File: src/ahs_pkg.sv
package ahs_pkg;

	// ---------------------------------------------------------------
	// timing
	// ---------------------------------------------------------------
	localparam int CLK_HZ = 100000000;
	localparam int MS_NS = 1000000;
	localparam int CLK_NS = 10;
	localparam int CYC_PER_MS = MS_NS / CLK_NS;
	localparam int CYC_PER_MS_W = 17;

	// ---------------------------------------------------------------
	// parameter ranges and reset values
	// ---------------------------------------------------------------
	localparam logic [14:0] ACCEL_MS_DEF = 15'h03e8;
	localparam logic [14:0] ACCEL_MS_MAX = 15'h7fff;
	localparam logic [30:0] POST_DOG_MAX = 31'h7fffffff;
	localparam logic [17:0] SPEED_MAX = 18'h30d40;
	localparam logic [17:0] SPEED_MIN = 18'h00001;
	localparam logic [31:0] PHASE_FULL = 32'h05f5e100;

	// ---------------------------------------------------------------
	// homing methods and return types
	// ---------------------------------------------------------------
	typedef enum logic [2:0] {
		AHS_DOG = 3'h0,
		AHS_STOP1 = 3'h1,
		AHS_STOP2 = 3'h2,
		AHS_STOP3 = 3'h3,
		AHS_CNT1 = 3'h4,
		AHS_CNT2 = 3'h5,
		AHS_NONE = 3'h6
	} ahs_method_type;

	typedef enum logic [1:0] {
		AHS_RET_MACHINE = 2'h0,
		AHS_RET_FAST_ORIGIN = 2'h1,
		AHS_RET_FAST_STANDBY = 2'h2
	} ahs_ret_type;

	typedef enum logic [8:0] {
		ST_IDLE = 9'h001,
		ST_FAST_RUN = 9'h002,
		ST_SEEK = 9'h004,
		ST_DECEL = 9'h008,
		ST_CREEP = 9'h010,
		ST_WAIT_ZERO = 9'h020,
		ST_STOP_RAMP = 9'h040,
		ST_FAST_STOP = 9'h080,
		ST_DONE = 9'h100
	} ahs_state_type;

	// shared homing configuration, one set for every axis
	typedef struct packed {
		ahs_method_type method;
		logic forward;
		logic signed [31:0] origin_addr;
		logic signed [31:0] standby_addr;
		logic [17:0] home_speed;
		logic [17:0] creep_speed;
		logic [14:0] accel_ms;
		logic [14:0] decel_stop_ms;
		logic [30:0] post_dog;
		logic [15:0] dwell_ms;
	} ahs_cfg_type;

	// sampled sensor inputs
	typedef struct packed {
		logic dog;
		logic zero;
	} ahs_sense_type;

endpackage

File: src/ahs_homing.sv
`timescale 1ns/1ps
module ahs_homing (
	input wire logic CLOCK,
	input wire logic RESET_N,
	input wire logic START,
	input wire ahs_pkg::ahs_ret_type RET_TYPE,
	input wire ahs_pkg::ahs_cfg_type CFG,
	input wire logic DOG,
	input wire logic ZERO,
	output logic PULSE,
	output logic DIR_FWD,
	output logic BUSY,
	output logic DONE,
	output logic HOME_REQUIRED,
	output logic START_REFUSED,
	output logic signed [31:0] POSITION
);
	// ---------------------------------------------------------------
	// state
	// ---------------------------------------------------------------
	typedef struct packed {
		ahs_pkg::ahs_state_type st;
		logic [1:0] dog_sync;
		logic [1:0] zero_sync;
		ahs_pkg::ahs_sense_type sense;
		logic [17:0] speed;
		logic [17:0] target_speed;
		logic [16:0] ms_cnt;
		logic [15:0] ms_left;
		logic [15:0] dwell_left;
		logic dwell_run;
		logic [30:0] travel;
		logic dog_seen_off;
		logic dir_fwd;
		logic signed [31:0] pos;
		logic signed [31:0] fast_target;
		logic homed;
		logic home_req;
		logic busy;
		logic done;
		logic refused;
	} ahs_core_type;

	ahs_core_type s_reg;
	ahs_core_type s_next;
	logic step;
	logic ms_tick;
	logic dog_rise;
	logic dog_fall;
	logic zero_rise;
	logic [17:0] run_rate;

	// ---------------------------------------------------------------
	// step generator
	// ---------------------------------------------------------------
	assign run_rate = !s_reg.busy ? 18'h00000 :
		(s_reg.speed > ahs_pkg::SPEED_MAX) ? ahs_pkg::SPEED_MAX :
		(s_reg.speed == 18'h00000) ? ahs_pkg::SPEED_MIN : s_reg.speed;

	ahs_pulse_gen u_pulse (
		.CLOCK(CLOCK),
		.RESET_N(RESET_N),
		.rate(run_rate),
		.step(step)
	);

	// edges read only the second synchroniser stage and its follower
	assign dog_rise = s_reg.dog_sync[1] & ~s_reg.sense.dog;
	assign dog_fall = ~s_reg.dog_sync[1] & s_reg.sense.dog;
	assign zero_rise = s_reg.zero_sync[1] & ~s_reg.sense.zero;
	assign ms_tick = (s_reg.ms_cnt ==
		ahs_pkg::CYC_PER_MS_W'(ahs_pkg::CYC_PER_MS - 1));

	// ---------------------------------------------------------------
	// next state
	// ---------------------------------------------------------------
	always_comb begin
		logic [17:0] step_sz;
		s_next = s_reg;
		step_sz = 18'h00000;
		s_next.dog_sync = {s_reg.dog_sync[0], DOG};
		s_next.zero_sync = {s_reg.zero_sync[0], ZERO};
		s_next.sense.dog = s_reg.dog_sync[1];
		s_next.sense.zero = s_reg.zero_sync[1];
		s_next.ms_cnt = ms_tick ? '0 : s_reg.ms_cnt + 17'h00001;
		s_next.done = 1'b0;
		s_next.refused = 1'b0;
		if (step && s_reg.busy) begin
			s_next.pos = s_reg.dir_fwd ? s_reg.pos + 32'sd1 :
				s_reg.pos - 32'sd1;
			if (s_reg.st == ahs_pkg::ST_DECEL || s_reg.st == ahs_pkg::ST_CREEP ||
				s_reg.st == ahs_pkg::ST_WAIT_ZERO) begin
				s_next.travel = s_reg.travel + 31'h00000001;
			end
		end
		if (s_reg.dwell_run && ms_tick && s_reg.dwell_left != 16'h0000) begin
			s_next.dwell_left = s_reg.dwell_left - 16'h0001;
		end
		if (ms_tick && s_reg.ms_left != 16'h0000) begin
			s_next.ms_left = s_reg.ms_left - 16'h0001;
		end
		// linear ramp toward target, one unit per ms while ms_left runs; once it is zero a fall jumps to target, a rise drops one per clock to 0 then wraps to target
		if ((ms_tick || s_reg.ms_left == 16'h0000) &&
			s_reg.speed != s_reg.target_speed) begin
			step_sz = (s_reg.ms_left == 16'h0000) ? 18'h3ffff : 18'h00001;
			if (s_reg.speed > s_reg.target_speed) begin
				s_next.speed = (s_reg.speed - s_reg.target_speed > step_sz) ?
					s_reg.speed - step_sz : s_reg.target_speed;
			end else begin
				s_next.speed = s_reg.speed + step_sz;
				if (s_next.speed > s_reg.target_speed) begin
					s_next.speed = s_reg.target_speed;
				end
			end
		end
		unique case (s_reg.st)
			ahs_pkg::ST_IDLE: begin
				if (START) begin
					if (RET_TYPE == ahs_pkg::AHS_RET_MACHINE &&
						CFG.method != ahs_pkg::AHS_NONE) begin
						s_next.busy = 1'b1;
						s_next.dir_fwd = CFG.forward;
						s_next.travel = '0;
						s_next.dog_seen_off = 1'b0;
						s_next.dwell_run = 1'b0;
						s_next.speed = ahs_pkg::SPEED_MIN;
						s_next.ms_left = {1'b0, CFG.accel_ms};
						if (CFG.method == ahs_pkg::AHS_STOP3) begin
							s_next.target_speed = CFG.creep_speed;
							s_next.st = ahs_pkg::ST_CREEP;
						end else begin
							s_next.target_speed = CFG.home_speed;
							s_next.st = ahs_pkg::ST_SEEK;
						end
					end else if (RET_TYPE != ahs_pkg::AHS_RET_MACHINE &&
						s_reg.homed) begin
						s_next.busy = 1'b1;
						s_next.fast_target =
							(RET_TYPE == ahs_pkg::AHS_RET_FAST_ORIGIN) ?
							CFG.origin_addr : CFG.standby_addr;
						s_next.speed = ahs_pkg::SPEED_MIN;
						s_next.target_speed = CFG.home_speed;
						s_next.ms_left = {1'b0, CFG.accel_ms};
						s_next.st = ahs_pkg::ST_FAST_RUN;
					end else begin
						s_next.refused = 1'b1;
					end
				end
			end
			ahs_pkg::ST_FAST_RUN: begin
				s_next.dir_fwd = (s_reg.fast_target > s_reg.pos);
				if (s_reg.pos == s_reg.fast_target) begin
					s_next.st = ahs_pkg::ST_FAST_STOP;
				end
			end
			ahs_pkg::ST_SEEK: begin
				if (dog_rise) begin
					s_next.target_speed = CFG.creep_speed;
					s_next.ms_left = {1'b0, CFG.accel_ms};
					s_next.travel = '0;
					s_next.dwell_left = CFG.dwell_ms;
					s_next.dwell_run = (CFG.method == ahs_pkg::AHS_STOP1);
					s_next.st = ahs_pkg::ST_DECEL;
				end
			end
			ahs_pkg::ST_DECEL: begin
				if (s_reg.speed == s_reg.target_speed) begin
					s_next.st = ahs_pkg::ST_CREEP;
				end
			end
			ahs_pkg::ST_CREEP: begin
				if (dog_fall) begin
					s_next.dog_seen_off = 1'b1;
				end
				unique case (CFG.method)
					ahs_pkg::AHS_DOG: begin
						if (s_reg.dog_seen_off || dog_fall) begin
							s_next.st = ahs_pkg::ST_WAIT_ZERO;
						end
					end
					ahs_pkg::AHS_STOP1: begin
						if (s_reg.dwell_left == 16'h0000) begin
							s_next.st = ahs_pkg::ST_DONE;
						end
					end
					ahs_pkg::AHS_STOP2, ahs_pkg::AHS_STOP3: begin
						if (zero_rise) begin
							s_next.st = ahs_pkg::ST_DONE;
						end
					end
					ahs_pkg::AHS_CNT1: begin
						if (s_reg.travel >= CFG.post_dog) begin
							s_next.st = ahs_pkg::ST_WAIT_ZERO;
						end
					end
					ahs_pkg::AHS_CNT2: begin
						if (s_reg.travel >= CFG.post_dog) begin
							s_next.target_speed = ahs_pkg::SPEED_MIN;
							s_next.ms_left = {1'b0, CFG.decel_stop_ms};
							s_next.st = ahs_pkg::ST_STOP_RAMP;
						end
					end
					default: begin
						s_next.st = ahs_pkg::ST_DONE;
					end
				endcase
			end
			ahs_pkg::ST_WAIT_ZERO: begin
				if (zero_rise) begin
					s_next.st = ahs_pkg::ST_DONE;
				end
			end
			ahs_pkg::ST_STOP_RAMP: begin
				// no zero check: count 2 ends on the timed ramp
				if (s_reg.ms_left == 16'h0000 ||
					s_reg.speed == s_reg.target_speed) begin
					s_next.st = ahs_pkg::ST_DONE;
				end
			end
			ahs_pkg::ST_FAST_STOP, ahs_pkg::ST_DONE: begin
				s_next.busy = 1'b0;
				s_next.done = 1'b1;
				s_next.st = ahs_pkg::ST_IDLE;
				if (s_reg.st == ahs_pkg::ST_DONE) begin
					s_next.homed = 1'b1;
					s_next.home_req = 1'b0;
					s_next.pos = CFG.origin_addr;
					s_next.dwell_run = 1'b0;
				end
			end
			default: begin
				s_next.busy = 1'b0;
				s_next.st = ahs_pkg::ST_IDLE;
			end
		endcase
	end

	// ---------------------------------------------------------------
	// registers
	// ---------------------------------------------------------------
	always_ff @(posedge CLOCK or negedge RESET_N) begin
		if (!RESET_N) begin
			s_reg <= '0;
			s_reg.st <= ahs_pkg::ST_IDLE;
			s_reg.home_req <= 1'b1;
		end else begin
			s_reg <= s_next;
		end
	end

	// ---------------------------------------------------------------
	// outputs
	// ---------------------------------------------------------------
	assign PULSE = step & s_reg.busy;
	assign DIR_FWD = s_reg.dir_fwd;
	assign BUSY = s_reg.busy;
	assign DONE = s_reg.done;
	assign HOME_REQUIRED = s_reg.home_req;
	assign START_REFUSED = s_reg.refused;
	assign POSITION = s_reg.pos;
endmodule

File: src/ahs_pulse_gen.sv
`timescale 1ns/1ps
// rate generator: phase accumulator emits one step per overflow
module ahs_pulse_gen (
	input wire logic CLOCK,
	input wire logic RESET_N,
	input wire logic [17:0] rate,
	output logic step
);
	typedef struct packed {
		logic [31:0] acc;
		logic step;
	} ahs_pg_type;

	ahs_pg_type s_reg;
	ahs_pg_type s_next;

	always_comb begin
		logic [32:0] sum;
		sum = {1'b0, s_reg.acc} + {15'h0000, rate};
		s_next = s_reg;
		s_next.step = 1'b0;
		if (sum >= {1'b0, ahs_pkg::PHASE_FULL}) begin
			s_next.acc = sum[31:0] - ahs_pkg::PHASE_FULL;
			s_next.step = (rate != 18'h00000);
		end else begin
			s_next.acc = sum[31:0];
		end
	end

	always_ff @(posedge CLOCK or negedge RESET_N) begin
		if (!RESET_N) begin
			s_reg <= '0;
		end else begin
			s_reg <= s_next;
		end
	end

	assign step = s_reg.step;
endmodule
File: config.mk
export PLATFORM = sky130hd
export DESIGN_NAME = ahs_homing
export DESIGN_NICKNAME = d
export VERILOG_FILES = /design/src/ahs_pkg.sv /design/src/ahs_homing.sv /design/src/ahs_pulse_gen.sv
export SDC_FILE = /design/constraint.sdc
export NUM_CORES = 1
export LEC_CHECK = 0
export ABC_AREA = 1
export BUFFER_PORTS_ARGS = -buffer_cell sky130_fd_sc_hd__buf_2
export CORE_MARGIN = 10
export CORE_UTILIZATION = 45
export DETAILED_ROUTE_END_ITERATION = 10
export GPL_TIMING_DRIVEN = 0
export PLACE_DENSITY = 0.65
export SLEW_MARGIN = 20
export SYNTH_ARGS = -nofsm -noshare
export SYNTH_HDL_FRONTEND = slang
export SYNTH_SLANG_ARGS = --single-unit
File: constraint.sdc
create_clock -name CLOCK -period 13.7 [get_ports CLOCK]
set_clock_uncertainty 0.1 [all_clocks]
set_input_delay 2.74 -clock CLOCK [delete_from_list [all_inputs] [get_ports CLOCK]]
set_output_delay 2.74 -clock CLOCK [all_outputs]
set_load 0.01 [all_outputs]
==> qor.txt <==
Row cnt -> 81
Vias in the first global route -> 20,912
Reg2reg end -> s_reg[176]$_DFF_PN0_
Cells after synthesis -> 3,259
Top FF cell, synth -> dfrtp_1
Hold Vio Cnt, Final -> 0
Crit Path Max Fanout -> 36
Critical path startpoint category -> flip-flop
CTS tree -> yes
R2R Setup Slk -> 7.25 ns
Syn Area/Cell -> 6.777 um2
Critical path's slowest cell -> clkbuf_1
Final TNS setup -> 0 ns
Global-route wire length before repair -> 112,000 um
Post-CTS Hold Buffers -> 0
Clock Power Share -> 13.3%
Psw -> 3512 uW
Drt initial violations -> 1,814
Worst slew pin tran -> 1.103 ns
Initial core utilization -> 45.31%
P&R area growth vs syn -> 14.17%
Core area -> 48,750 um2
Total CTS buffers -> 30
# IOs -> 226
Die outline height -> 241.5 um
Switching share of power -> 53.84%
F_max -> 155.0 MHz
Library cells used by synthesis -> 66
Final RePlAce weighted congestion -> 0.9467
Total wire length -> 70,410 um
Internal power -> 3011 uW
Most common cell after layout, fill and taps aside -> nand2_1
Overall die width -> 241.5 um
Total number of H-tree levels -> 1
Initial antenna violation count -> 4
Ys Warns -> 0
Power share of the combinational group -> 69.4%
Synthesized Nets -> 3,655
VDD IR max -> 0.1738 mV
Largest stage delay, worst path -> 0.55 ns
Crit path max-delay family -> simple AND/OR/NAND/NOR gates
Slew Limit Fails -> 0
Clock period minus final worst setup slack -> 6.453 ns
Detailed Routing Iterations Pass 1 -> 8
Placed cell count -> 4,151
Layout Nets -> 3,915
Number of synthesized register bits -> 236
CTS sink count -> 236
Number of flops mapped to enable cells by yosys -> 0
Vias post-DR -> 22,224
Gr ovfl total -> 0
Most frequent CP cell -> nand2_1
Cts repair resizes -> 0
Max-Cap Viols -> 0
CTS clk-pin slew, worst paths -> 0.06 ns
DRC -> 0
Critical Path Sink Type -> flip-flop
Clock Path Buffers -> 3
Data required, critical path -> 14.08 ns
Fin cells -> 4,210
Slew margin rel. -> 25.85%
Worst reg2reg path depth -> 32
Routed WL per cell -> 16.73 um
Crit Path Category -> flip-flop to flip-flop
Crit path launch -> s_reg[129]$_DFF_PN0_
RSZ-0062 raised after global routing -> no
Post-synthesis instance area -> 22,090 um2
Critical Path Stages -> 32
Status -> complete, no violations
Full die area -> 58,340 um2
# port buffers -> 225
ANT nets after route -> 0
Sequential share of the synthesized area -> 26.75%
Largest net degree at the start of global routing -> 92
Power Density -> 258.7 nW/um2
Clock latency at the later pin of the worst-skew pair -> 0.60 ns
Via density -> 5.279
Postcts setup bufs -> 0
Register share of total power -> 17.3%
Post-DP HPWL -> 56,720 um
Layout cells sized above 1 -> 11.80%
Gr usage total -> 23.18%
Max reg flops -> 162
Critical Path AT -> 6.83 ns
FFs w/ async S/R, synth -> 100.0%
Final setup fails -> 0
Pleak -> 0.01343 uW
Count of buffer and inverter cells on the critical path -> 6
Critical Path End -> s_reg[176]$_DFF_PN0_
Highest-count cells in the layout ignoring fill and taps -> 802 x nand2_1, 470 x inv_1, 264 x nor2_1
Hold WC Path Type -> flip-flop to flip-flop
Reg2Reg Launch Point -> s_reg[129]$_DFF_PN0_
Tcrit/Tclk final -> 47.10%
Root Buffer -> clkbuf_16
## how the worst min path moves through the flow
stage	cells past startpoint	to	start	slack [ns]
after global routing	0	s_next[188]$_DFF_PN0_	s_next[191]$_DFF_PN0_	0.25
after global placement	0	s_next[189]$_DFF_PN0_	s_next[193]$_DFF_PN0_	0.23
after detailed placement	0	s_next[188]$_DFF_PN0_	s_next[191]$_DFF_PN0_	0.24
after floorplan	0	s_next[188]$_DFF_PN0_	s_next[191]$_DFF_PN0_	0.23
after CTS	0	s_next[188]$_DFF_PN0_	s_next[191]$_DFF_PN0_	0.25
final	0	s_next[188]$_DFF_PN0_	s_next[191]$_DFF_PN0_	0.24
## metal layers
layer / vias up / part of all wire (%) / global-route usage [%]
met1: 10199 / 46 / 31.71
met3: 95 / 6.1 / 3.164
li1: 11241 / - / -
met4: 0 / 2.4 / 5.565
met2: 689 / 45 / 37.92
met5: - / 0 / 0
## stage by stage
stage	instance area, um2	utilization, %	hold slack (ns)	power, uW	setup WS [ns]
3_5_place_dp	24120	49.48	0.2356	5572	7.440
5_1_grt	25210	51.72	0.2478	7184	6.590
3_3_place_gp	24040	49.32	0.2343	5535	5.324
6_report	25220	51.73	0.2428	6523	7.247
2_1_floorplan	22090	-	0.2312	4382	7.944
4_1_cts	25210	51.71	0.2460	6479	7.365
## cell usage after synthesis, types with 34 or more instances
| master | n | area, um2 |
|---|---|---|
| nand2_1 | 802 | 3010 |
| inv_1 | 472 | 1772 |
| nor2_1 | 265 | 994.7 |
| a21oi_1 | 242 | 1211 |
| dfrtp_1 | 234 | 5856 |
| ha_1 | 203 | 2540 |
| nand3_1 | 200 | 1001 |
| o21ai_0 | 186 | 930.9 |
| xor2_1 | 84 | 735.7 |
| nor3_1 | 60 | 300.3 |
| nand4_1 | 59 | 369.1 |
| clkbuf_1 | 50 | 187.7 |
| o211ai_1 | 36 | 270.3 |
| buf_4 | 34 | 255.2 |
| mux2i_1 | 34 | 340.3 |
## final cells by class
cell class	count	area, um2
flip-flops and latches	236	5908
diodes	3	7.507
clock inverters	19	279.0
well taps	664	830.8
repair buffers	228	1202
inverters	491	1843
multi-input cells	2438	13830
clock buffers	37	807.0
fillers	4971	23530
plain buffers	94	505.5
## power groups by stage
stage | Sequential, uW | Clock, uW | Combinational, uW
6_report | 1130 | 865 | 4530
2_1_floorplan | 1050 | 0 | 3330
5_1_grt | 1160 | 911 | 5120
3_3_place_gp | 1140 | 0 | 4400
4_1_cts | 1130 | 884 | 4470
3_5_place_dp | 1130 | 0 | 4440
## kinds of logic (layout without fill, tap and decap cells)
logic type,count (synthesis),count (layout),synth area share [%]
AOI/OAI and AO/OA,572,572,14.69
buffers and inverters,585,869,10.63
other,0,3,0
DFF,236,236,26.75
muxes,34,34,1.541
adders and majority gates,208,208,11.95
and+or+nand+nor,1511,1511,29.92
xor gates and xnor gates,113,113,4.515
Note: power is estimated with default switching activity, not from simulation.
